==> config.mk <==
export PLATFORM = sky130hd
export DESIGN_NAME = heater_current_monitor
export DESIGN_NICKNAME = d
export VERILOG_FILES = /design/src/hdl/ct_range.v /design/src/hdl/ct_channel.v /design/src/hdl/heater_current_monitor.v
export VERILOG_INCLUDE_DIRS = /design/src /design/src/shared
export SDC_FILE = /design/constraint.sdc
export NUM_CORES = 2
export LEC_CHECK = 0
export ABC_CLOCK_PERIOD_IN_PS = 46400
export BUFFER_PORTS_ARGS = -buffer_cell sky130_fd_sc_hd__buf_2
export CORE_UTILIZATION = 40
export DETAILED_ROUTE_END_ITERATION = 7
export GPL_ROUTABILITY_DRIVEN = 0
export PLACE_DENSITY_LB_ADDON = 0.12
export SLEW_MARGIN = 25
export SYNTH_ARGS = -nofsm -noshare
export SYNTH_HDL_FRONTEND = slang
export SYNTH_SLANG_ARGS = --single-unit
==> constraint.sdc <==
create_clock -name clk -period 46.4 [get_ports clk]
set_input_delay 11.6 -clock clk [delete_from_list [all_inputs] [get_ports clk]]
set_output_delay 11.6 -clock clk [all_outputs]
set_load 0.01 [all_outputs]
==> src/shared/heater_current_monitor_defs.vh <==
/*
 * Constants for the two-channel heater current monitor: register byte
 * offsets, field positions, reset values, timing and scaling figures.
 * Assumes inclusion by bare name from each design file.
 */
`ifndef HEATER_CURRENT_MONITOR_DEFS_VH
`define HEATER_CURRENT_MONITOR_DEFS_VH

// Clock and timing
`define CT_CLK_HZ 100000000
`define CT_MS_PER_S 1000
`define CT_MEAS_MS 9'h064
`define CT_WAIT_MIN_MS 9'h01E
`define CT_WAIT_MAX_MS 9'h12C
`define CT_WAIT_RST 9'h01E

// Register byte offsets
`define CT_CFG0_ADDR 6'h00
`define CT_WAIT0_ADDR 6'h04
`define CT_CFG1_ADDR 6'h08
`define CT_WAIT1_ADDR 6'h0C
`define CT_STAT_ADDR 6'h10
`define CT_MASK_ADDR 6'h14
`define CT_ON0_ADDR 6'h18
`define CT_OFF0_ADDR 6'h1C
`define CT_ON1_ADDR 6'h20
`define CT_OFF1_ADDR 6'h24
`define CT_DISP0_ADDR 6'h28
`define CT_DISP1_ADDR 6'h2C
`define CT_MRNG0_ADDR 6'h30
`define CT_MRNG1_ADDR 6'h34

// Configuration fields
`define CT_OPTYPE_BIT 0
`define CT_OUTSEL_LSB 4
`define CT_OUTSEL_MSB 6
`define CT_TURNS_LSB 8
`define CT_TURNS_MSB 13
`define CT_PASSES_LSB 16
`define CT_PASSES_MSB 18
`define CT_OPTYPE_RST 1'b0
`define CT_OUTSEL_RST 3'h0
`define CT_OUTSEL_MAX 3'h4
`define CT_TURNS_RST 6'h08
`define CT_TURNS_MAX 6'h28
`define CT_TURNS_ZERO 6'h08
`define CT_PASSES_RST 3'h1
`define CT_PASSES_MAX 3'h6
`define CT_PASSES_ZERO 3'h1

// Status and mask fields
`define CT_ST_DONE_LSB 0
`define CT_ST_ERR_LSB 2
`define CT_STAT_RST 4'h0
`define CT_MASK_RST 4'h0

// Scaling, results in tenths of an ampere
`define CT_TURNS_UNIT 17'h00064
`define CT_TENTHS 17'h0000A
`define CT_DISP_X10 17'h0000E
`define CT_HI_DIV 17'h00010
`define CT_LO_DIV 17'h007D0

`endif

==> src/hdl/ct_range.v <==
/*
 * Range calculator for one current input: display ceiling and the valid
 * measuring range, all in tenths of an ampere, from turns and passes.
 * Assumes settings already clamped to their legal ranges.
 */
`timescale 1ns/1ps
`include "heater_current_monitor_defs.vh"

module ct_range (
    input wire clk,
    input wire reset,
    input wire [5:0] turns,
    input wire [2:0] passes,
    output reg [15:0] disp_ceiling,
    output reg [15:0] meas_low,
    output reg [15:0] meas_high
);
    wire [5:0] turns_eff;
    wire [2:0] passes_eff;
    wire [16:0] turns_w;
    wire [16:0] passes_w;
    wire [16:0] hi_num;
    wire [16:0] disp_num;
    wire [16:0] hi_den;
    wire [16:0] lo_den;
    wire [16:0] disp_q;
    wire [16:0] hi_q;
    wire [16:0] lo_q;

    // Zero codes stand for 800 turns and one pass
    assign turns_eff = (turns == 6'h00) ? `CT_TURNS_ZERO : turns;
    assign passes_eff = (passes == 3'h0) ? `CT_PASSES_ZERO : passes;
    assign turns_w = {11'h000, turns_eff};
    assign passes_w = {14'h0000, passes_eff};
    assign hi_num = turns_w * `CT_TURNS_UNIT * `CT_TENTHS;
    assign disp_num = turns_w * `CT_TURNS_UNIT * `CT_DISP_X10;
    assign hi_den = passes_w * `CT_HI_DIV;
    assign lo_den = passes_w * `CT_LO_DIV;
    // Integer tenths keep error under 0.1 A
    assign disp_q = disp_num / hi_den;
    assign hi_q = hi_num / hi_den;
    assign lo_q = hi_num / lo_den;

    always @(posedge clk) begin
        if (reset) begin
            disp_ceiling <= 16'h0000;
            meas_low <= 16'h0000;
            meas_high <= 16'h0000;
        end else begin
            disp_ceiling <= disp_q[15:0];
            meas_low <= lo_q[15:0];
            meas_high <= hi_q[15:0];
        end
    end
endmodule // ct_range

==> src/hdl/ct_channel.v <==
/*
 * One current channel: watches the chosen output, waits for settling,
 * measures the peak over a fixed window and keeps on and off results.
 * Assumes samples and output states come from logic on the same clock.
 */
`timescale 1ns/1ps
`include "heater_current_monitor_defs.vh"

module ct_channel #(
    parameter MS_CYCLES = 100000
) (
    input wire clk,
    input wire reset,
    input wire op_type,
    input wire [2:0] out_sel,
    input wire [8:0] wait_ms,
    input wire [4:0] outs,
    input wire [15:0] sample,
    input wire sample_valid,
    input wire [15:0] ceiling,
    output reg [15:0] on_current,
    output reg [15:0] off_current,
    output reg done,
    output reg over
);
    localparam ST_IDLE = 3'b001;
    localparam ST_WAIT = 3'b010;
    localparam ST_MEAS = 3'b100;
    localparam integer MS_LAST = MS_CYCLES - 1;

    reg [2:0] state_reg;
    reg [16:0] sub_reg;
    reg [8:0] ms_reg;
    reg [15:0] peak_reg;
    reg mon_prev_reg;
    reg mode_prev_reg;
    reg level_reg;
    wire monitored;
    wire changed;
    wire restart;
    wire tick;
    wire [15:0] peak_next;

    assign monitored = (out_sel <= `CT_OUTSEL_MAX) ? outs[out_sel] : 1'b0;
    assign changed = ~op_type & (monitored != mon_prev_reg);
    assign restart = (op_type != mode_prev_reg);
    assign tick = ({15'h0000, sub_reg} == MS_LAST);
    assign peak_next = (sample_valid && sample > peak_reg) ? sample : peak_reg;

    always @(posedge clk) begin
        if (reset) begin
            state_reg <= ST_IDLE;
            sub_reg <= 17'h00000;
            ms_reg <= 9'h000;
            peak_reg <= 16'h0000;
            mon_prev_reg <= 1'b0;
            mode_prev_reg <= 1'b0;
            level_reg <= 1'b0;
            on_current <= 16'h0000;
            off_current <= 16'h0000;
            done <= 1'b0;
            over <= 1'b0;
        end else begin
            mon_prev_reg <= monitored;
            mode_prev_reg <= op_type;
            done <= 1'b0;
            over <= sample_valid & (sample > ceiling);
            sub_reg <= tick ? 17'h00000 : sub_reg + 17'h00001;
            case (state_reg)
                ST_IDLE: begin
                    sub_reg <= 17'h00000;
                    ms_reg <= 9'h000;
                    peak_reg <= 16'h0000;
                    if (op_type) begin
                        state_reg <= ST_MEAS;
                    end else if (changed) begin
                        state_reg <= ST_WAIT;
                    end
                end
                ST_WAIT: begin
                    if (restart) begin
                        state_reg <= ST_IDLE;
                    end else if (changed) begin
                        sub_reg <= 17'h00000;
                        ms_reg <= 9'h000;
                    end else if (tick) begin
                        if (ms_reg + 9'h001 >= wait_ms) begin
                            state_reg <= ST_MEAS;
                            ms_reg <= 9'h000;
                            peak_reg <= 16'h0000;
                            level_reg <= monitored;
                        end else begin
                            ms_reg <= ms_reg + 9'h001;
                        end
                    end
                end
                ST_MEAS: begin
                    if (restart) begin
                        state_reg <= ST_IDLE;
                    end else if (changed) begin
                        state_reg <= ST_WAIT;
                        sub_reg <= 17'h00000;
                        ms_reg <= 9'h000;
                    end else begin
                        peak_reg <= peak_next;
                        if (tick) begin
                            if (ms_reg == `CT_MEAS_MS - 9'h001) begin
                                done <= 1'b1;
                                ms_reg <= 9'h000;
                                peak_reg <= 16'h0000;
                                if (op_type || level_reg) begin
                                    on_current <= peak_next;
                                end else begin
                                    off_current <= peak_next;
                                end
                                state_reg <= op_type ? ST_MEAS : ST_IDLE;
                            end else begin
                                ms_reg <= ms_reg + 9'h001;
                            end
                        end
                    end
                end
                default: begin
                    state_reg <= ST_IDLE;
                end
            endcase
            if (op_type) begin
                off_current <= 16'h0000;
            end
        end
    end
endmodule // ct_channel

==> src/hdl/heater_current_monitor.v <==
/*
 * Two-channel heater current monitor with an Avalon-MM register slave,
 * per-channel settings, results, ranges, alarms and an interrupt.
 * Assumes samples (tenths of an ampere) and output states arrive from
 * logic on clk; the event logic reads the current outputs directly.
 */
`timescale 1ns/1ps
`include "heater_current_monitor_defs.vh"

module heater_current_monitor #(
    parameter MS_CYCLES = `CT_CLK_HZ / `CT_MS_PER_S
) (
    input wire clk,
    input wire reset,
    input wire [5:0] address,
    input wire read,
    input wire write,
    input wire [31:0] writedata,
    input wire [3:0] byteenable,
    output reg [31:0] readdata,
    output wire waitrequest,
    input wire [1:0] ctrl_out,
    input wire [2:0] event_out,
    input wire [15:0] ct_sample0,
    input wire ct_sample_valid0,
    input wire [15:0] ct_sample1,
    input wire ct_sample_valid1,
    output wire [15:0] on_current0,
    output wire [15:0] off_current0,
    output wire [15:0] on_current1,
    output wire [15:0] off_current1,
    output reg [1:0] input_err,
    output wire irq
);
    reg ack_reg;
    reg [3:0] stat_reg;
    reg [3:0] mask_reg;
    reg [1:0] done_d_reg;
    reg [31:0] rd_word;
    reg op_type_reg [0:1];
    reg [2:0] out_sel_reg [0:1];
    reg [5:0] turns_reg [0:1];
    reg [2:0] passes_reg [0:1];
    reg [8:0] wait_reg [0:1];
    wire [31:0] be_mask;
    wire [31:0] wr_word;
    wire wr_take;
    wire rd_first;
    wire [4:0] outs;
    wire [15:0] sample [0:1];
    wire sample_valid [0:1];
    wire [15:0] on_cur [0:1];
    wire [15:0] off_cur [0:1];
    wire [15:0] ceil [0:1];
    wire [15:0] mlow [0:1];
    wire [15:0] mhigh [0:1];
    wire [1:0] done;
    wire [1:0] over;
    wire [3:0] stat_set;
    wire [3:0] stat_clr;

    // Bus handshake: one wait cycle, then the answer
    assign waitrequest = (read | write) & ~ack_reg;
    assign wr_take = write & ack_reg;
    assign rd_first = read & ~ack_reg;
    assign be_mask = {{8{byteenable[3]}}, {8{byteenable[2]}},
                      {8{byteenable[1]}}, {8{byteenable[0]}}};
    // Unselected lanes keep their present contents
    assign wr_word = (writedata & be_mask) | (rd_word & ~be_mask);

    always @(posedge clk) begin
        if (reset) begin
            ack_reg <= 1'b0;
        end else begin
            ack_reg <= (read | write) & ~ack_reg;
        end
    end

    assign outs = {event_out, ctrl_out};
    assign sample[0] = ct_sample0;
    assign sample[1] = ct_sample1;
    assign sample_valid[0] = ct_sample_valid0;
    assign sample_valid[1] = ct_sample_valid1;
    assign on_current0 = on_cur[0];
    assign off_current0 = off_cur[0];
    assign on_current1 = on_cur[1];
    assign off_current1 = off_cur[1];

    // Read-back word for the addressed register
    always @* begin
        rd_word = 32'h00000000;
        if (address == `CT_CFG0_ADDR) begin
            rd_word[`CT_OPTYPE_BIT] = op_type_reg[0];
            rd_word[`CT_OUTSEL_MSB:`CT_OUTSEL_LSB] = out_sel_reg[0];
            rd_word[`CT_TURNS_MSB:`CT_TURNS_LSB] = turns_reg[0];
            rd_word[`CT_PASSES_MSB:`CT_PASSES_LSB] = passes_reg[0];
        end else if (address == `CT_WAIT0_ADDR) begin
            rd_word[8:0] = wait_reg[0];
        end else if (address == `CT_CFG1_ADDR) begin
            rd_word[`CT_OPTYPE_BIT] = op_type_reg[1];
            rd_word[`CT_OUTSEL_MSB:`CT_OUTSEL_LSB] = out_sel_reg[1];
            rd_word[`CT_TURNS_MSB:`CT_TURNS_LSB] = turns_reg[1];
            rd_word[`CT_PASSES_MSB:`CT_PASSES_LSB] = passes_reg[1];
        end else if (address == `CT_WAIT1_ADDR) begin
            rd_word[8:0] = wait_reg[1];
        end else if (address == `CT_STAT_ADDR) begin
            rd_word[3:0] = stat_reg;
        end else if (address == `CT_MASK_ADDR) begin
            rd_word[3:0] = mask_reg;
        end else if (address == `CT_ON0_ADDR) begin
            rd_word[15:0] = on_cur[0];
        end else if (address == `CT_OFF0_ADDR) begin
            rd_word[15:0] = off_cur[0];
        end else if (address == `CT_ON1_ADDR) begin
            rd_word[15:0] = on_cur[1];
        end else if (address == `CT_OFF1_ADDR) begin
            rd_word[15:0] = off_cur[1];
        end else if (address == `CT_DISP0_ADDR) begin
            rd_word[15:0] = ceil[0];
        end else if (address == `CT_DISP1_ADDR) begin
            rd_word[15:0] = ceil[1];
        end else if (address == `CT_MRNG0_ADDR) begin
            rd_word = {mhigh[0], mlow[0]};
        end else if (address == `CT_MRNG1_ADDR) begin
            rd_word = {mhigh[1], mlow[1]};
        end
    end

    // Read data captured in the wait cycle, stands at the answer edge
    always @(posedge clk) begin
        if (reset) begin
            readdata <= 32'h00000000;
        end else if (rd_first) begin
            readdata <= rd_word;
        end
    end

    genvar i;
    generate
        for (i = 0; i < 2; i = i + 1) begin : chan
            wire [5:0] cfg_addr;
            wire [5:0] wait_addr;
            wire [5:0] turns_in;
            wire [2:0] passes_in;
            wire [2:0] sel_in;
            wire [8:0] wait_in;

            assign cfg_addr = (i == 0) ? `CT_CFG0_ADDR : `CT_CFG1_ADDR;
            assign wait_addr = (i == 0) ? `CT_WAIT0_ADDR : `CT_WAIT1_ADDR;
            assign turns_in = wr_word[`CT_TURNS_MSB:`CT_TURNS_LSB];
            assign passes_in = wr_word[`CT_PASSES_MSB:`CT_PASSES_LSB];
            assign sel_in = wr_word[`CT_OUTSEL_MSB:`CT_OUTSEL_LSB];
            assign wait_in = wr_word[8:0];

            // Per-channel settings, out-of-range writes clamped
            always @(posedge clk) begin
                if (reset) begin
                    op_type_reg[i] <= `CT_OPTYPE_RST;
                    out_sel_reg[i] <= `CT_OUTSEL_RST;
                    turns_reg[i] <= `CT_TURNS_RST;
                    passes_reg[i] <= `CT_PASSES_RST;
                    wait_reg[i] <= `CT_WAIT_RST;
                end else if (wr_take && address == cfg_addr) begin
                    op_type_reg[i] <= wr_word[`CT_OPTYPE_BIT];
                    if (sel_in > `CT_OUTSEL_MAX) begin
                        out_sel_reg[i] <= `CT_OUTSEL_MAX;
                    end else begin
                        out_sel_reg[i] <= sel_in;
                    end
                    if (turns_in > `CT_TURNS_MAX) begin
                        turns_reg[i] <= `CT_TURNS_MAX;
                    end else begin
                        turns_reg[i] <= turns_in;
                    end
                    if (passes_in > `CT_PASSES_MAX) begin
                        passes_reg[i] <= `CT_PASSES_MAX;
                    end else begin
                        passes_reg[i] <= passes_in;
                    end
                end else if (wr_take && address == wait_addr) begin
                    if (wait_in < `CT_WAIT_MIN_MS) begin
                        wait_reg[i] <= `CT_WAIT_MIN_MS;
                    end else if (wait_in > `CT_WAIT_MAX_MS) begin
                        wait_reg[i] <= `CT_WAIT_MAX_MS;
                    end else begin
                        wait_reg[i] <= wait_in;
                    end
                end
            end

            ct_range range_u (
                .clk(clk),
                .reset(reset),
                .turns(turns_reg[i]),
                .passes(passes_reg[i]),
                .disp_ceiling(ceil[i]),
                .meas_low(mlow[i]),
                .meas_high(mhigh[i])
            );

            ct_channel #(
                .MS_CYCLES(MS_CYCLES)
            ) chan_u (
                .clk(clk),
                .reset(reset),
                .op_type(op_type_reg[i]),
                .out_sel(out_sel_reg[i]),
                .wait_ms(wait_reg[i]),
                .outs(outs),
                .sample(sample[i]),
                .sample_valid(sample_valid[i]),
                .ceiling(ceil[i]),
                .on_current(on_cur[i]),
                .off_current(off_cur[i]),
                .done(done[i]),
                .over(over[i])
            );

            // Alarm holds until a window finishes with on and off results both at or below the ceiling
            always @(posedge clk) begin
                if (reset) begin
                    input_err[i] <= 1'b0;
                    done_d_reg[i] <= 1'b0;
                end else begin
                    done_d_reg[i] <= done[i];
                    if (over[i]) begin
                        input_err[i] <= 1'b1;
                    end else if (done_d_reg[i] && on_cur[i] <= ceil[i]
                                 && off_cur[i] <= ceil[i]) begin
                        input_err[i] <= 1'b0;
                    end
                end
            end
        end
    endgenerate

    // Sticky events; a new event wins over a same-cycle clear
    assign stat_set = {over, done};
    assign stat_clr = (wr_take && address == `CT_STAT_ADDR) ?
                      (writedata[3:0] & be_mask[3:0]) : 4'h0;

    always @(posedge clk) begin
        if (reset) begin
            stat_reg <= `CT_STAT_RST;
            mask_reg <= `CT_MASK_RST;
        end else begin
            stat_reg <= (stat_reg & ~stat_clr) | stat_set;
            if (wr_take && address == `CT_MASK_ADDR) begin
                mask_reg <= wr_word[3:0];
            end
        end
    end

    assign irq = |(stat_reg & mask_reg);
endmodule // heater_current_monitor

==> results.toml <==
[routing]
met2WireLength_mm = 59.9
vias_per_cell = 5.87
wl_met3_mm = 7.64
first_pass_iters = 8
postRouteAntennaNets = 0
drc = 12
vias = 38395
wl_mm = 133
wl_met1_mm = 62.8
drt_iter0_markers = 2933
routed.top_layer = "met5"
wl_per_cell_um = 20.3

[finish]
antennaDiodeCount = 0
layout-drive-gt1-share_pct = 10.3
postLayoutCellArea_sq_mm = 0.0437
final_util_pct = 44.3
area_delta_synth_final_pct = 9.62
layout_common_cells = "nor2_1, ha_1, nand2_1, dfxtp_1, a21oi_1"
largest_reg_flops = 34
final_common_cell = "nor2_1"
num-nets-final = 5899

[sta]
maxSlewHeadroom_pct = 26.4
fin_crit_ns = 31.82
period_share_pct = 68.6
finalMaxSlewViolations = 0
fin_skew_ns = 0.0388
finalSetupViolCount = 0
hold_viol_final = 0
fmax_mhz = 31.4
rsz0062_at_grt = "false"
tns_ns = 0
layout_setup_ws_ns = 14.58
max_slew.worst_pin.slew_ns = 1.10

[clock_tree]
ctsResizeCount = 0
cts_tree = "built"
cts_buffers = 44
htree_levels = 2
cts_hold_buffers = 0
post-cts-setup-buffer-count = 0
clkSinkCount = 349
clkTransAtPathRegs_ns = 0.06
root_buffer = "clkbuf_16"
clock_latency_ns = 0.62
clock_path_buffers = 3

[grt]
grt_pass1_wl_mm = 207
grt_max_degree = 143
antenna_found_initial = 2
overflow = 0
gr-usage-all-layers_pct = 25.5
first_global_vias = 36052

[floorplan]
pin_count = 185
start_util_pct = 40.4
fp.dieW_um = 318
die_y_um = 318
rows = 115
dieArea_sq_mm = 0.101
core_sq_mm = 0.0986

[placement]
placed_cell_area_sq_mm = 0.0421
numPortBuffers = 168
pre_cts_ws_ns = 14.88
dp_hpwl_mm = 105

[logic_synthesis]
avgSynthCellArea_sq_um = 7.80
synth_area_sq_mm = 0.0399
async_flop_share_pct = 0
synthDistinctLibCells = 143
synth_edf_count = 44
ys_ff_latch = 349
synth_top_flop_cell = "dfxtp_1"
yosysWarnings = 0
synth-seq-area-share_pct = 18.6
synthCells = 5107

[job]
drv_cap = 0

[setup_path]
crit_family = "compound AO/OA/AOI/OAI gates"
ff2ff_path_depth = 141
critPathBufInv = 9
path_depth = 141
critical_path.max_fanout = 18
crit_top_cell = "o21a_1"
required_ns = 46.80
critPathKind = "reg -> reg"
startpoint_type = "flop"
cp_slowest_cell = "a311oi_2"
endpoint_kind = "flop"
slowest_delay_ns = 0.77
arrival_ns = 32.22

[run_status]
violations = "design-rule violations"
status = "complete, but fails checks"

[hold_path]
hold_path.class = "reg -> reg"
hold_path_depth = 1
final cells by class:
class	instances	area, sq um
Clock buffer	60	1230
Clock inverter	20	295
Fill cell	10098	54900
Inverter	262	983
Multi-Input combinational cell	4344	30900
Sequential cell	349	7430
Tap cell	1287	1610
Timing Repair Buffer	215	1210
per-layer routing:
layer | track usage, % | vias to the layer above
li1 | - | 19189
met1 | 35.4 | 18143
met2 | 42.1 | 943
met3 | 3.67 | 118
met4 | 4.63 | 2
met5 | 0 | -
worst reg2reg max path, delay by kind of cell (launching register included):
| family | cells | cell delay, ns |
|---|---|---|
| compound gates | 83 | 17.03 |
| xor+xnor | 1 | 0.28 |
| fa+ha+maj | 18 | 5.47 |
| buf+inv | 9 | 1.78 |
| flops | 1 | 0.68 |
| mux | 6 | 2.01 |
| simple gates | 24 | 4.36 |
synthesized netlist by cell type (all sizes together) (86+ instances only):
master | count | share of area, %
a21oi | 276 | 3.6
a22oi | 94 | 1.8
clkbuf | 136 | 1.3
dfxtp | 305 | 15
ha | 574 | 18
inv | 262 | 2.5
mux2 | 90 | 2.6
mux2i | 97 | 2.5
nand2 | 366 | 3.5
nand2b | 110 | 1.7
nand3 | 116 | 1.5
nor2 | 657 | 6.2
nor2b | 86 | 1.3
nor3 | 249 | 3.2
o21a | 213 | 4.0
o21ai | 250 | 3.1
xnor2 | 95 | 2.1
per-stage QoR:
| stage | std cells | hold WS [ns] |
|---|---|---|
| 2_1_floorplan | 5110 | 0.429 |
| 3_3_place_gp | 6457 | 0.449 |
| 6_report | 6537 | 0.464 |
| 4_1_cts | 6537 | 0.474 |
| 3_5_place_dp | 6457 | 0.459 |
| 5_1_grt | 6537 | 0.505 |
logic make-up after synthesis:
kind of cell,after synthesis,synth area share (%)
xor gates and xnor gates,152,3.40
buffers and inverters,417,4.02
other,1,0.00941
AOI/OAI and AO/OA,1414,24.9
muxes,189,5.15
adders and majority gates,598,19.2
and+or+nand+nor,1987,24.7
DFF,349,18.6
final timing paths:
check	slack [ns]	start	end
min reg2reg	0.46	chan[0].chan_u.sub_reg[0]$_SDFF_PP0_	chan[0].chan_u.sub_reg[0]$_SDFF_PP0_
max	14.58	turns_reg[1][0]$_SDFFCE_PN0P_	chan[1].range_u.meas_low[0]$_SDFF_PP0_
min	0.46	chan[0].chan_u.sub_reg[0]$_SDFF_PP0_	chan[0].chan_u.sub_reg[0]$_SDFF_PP0_
max reg2reg	14.58	turns_reg[1][0]$_SDFFCE_PN0P_	chan[1].range_u.meas_low[0]$_SDFF_PP0_
Power is not shown: default switching activity piles up to over one toggle a cycle in this logic, so the estimate is an artifact.
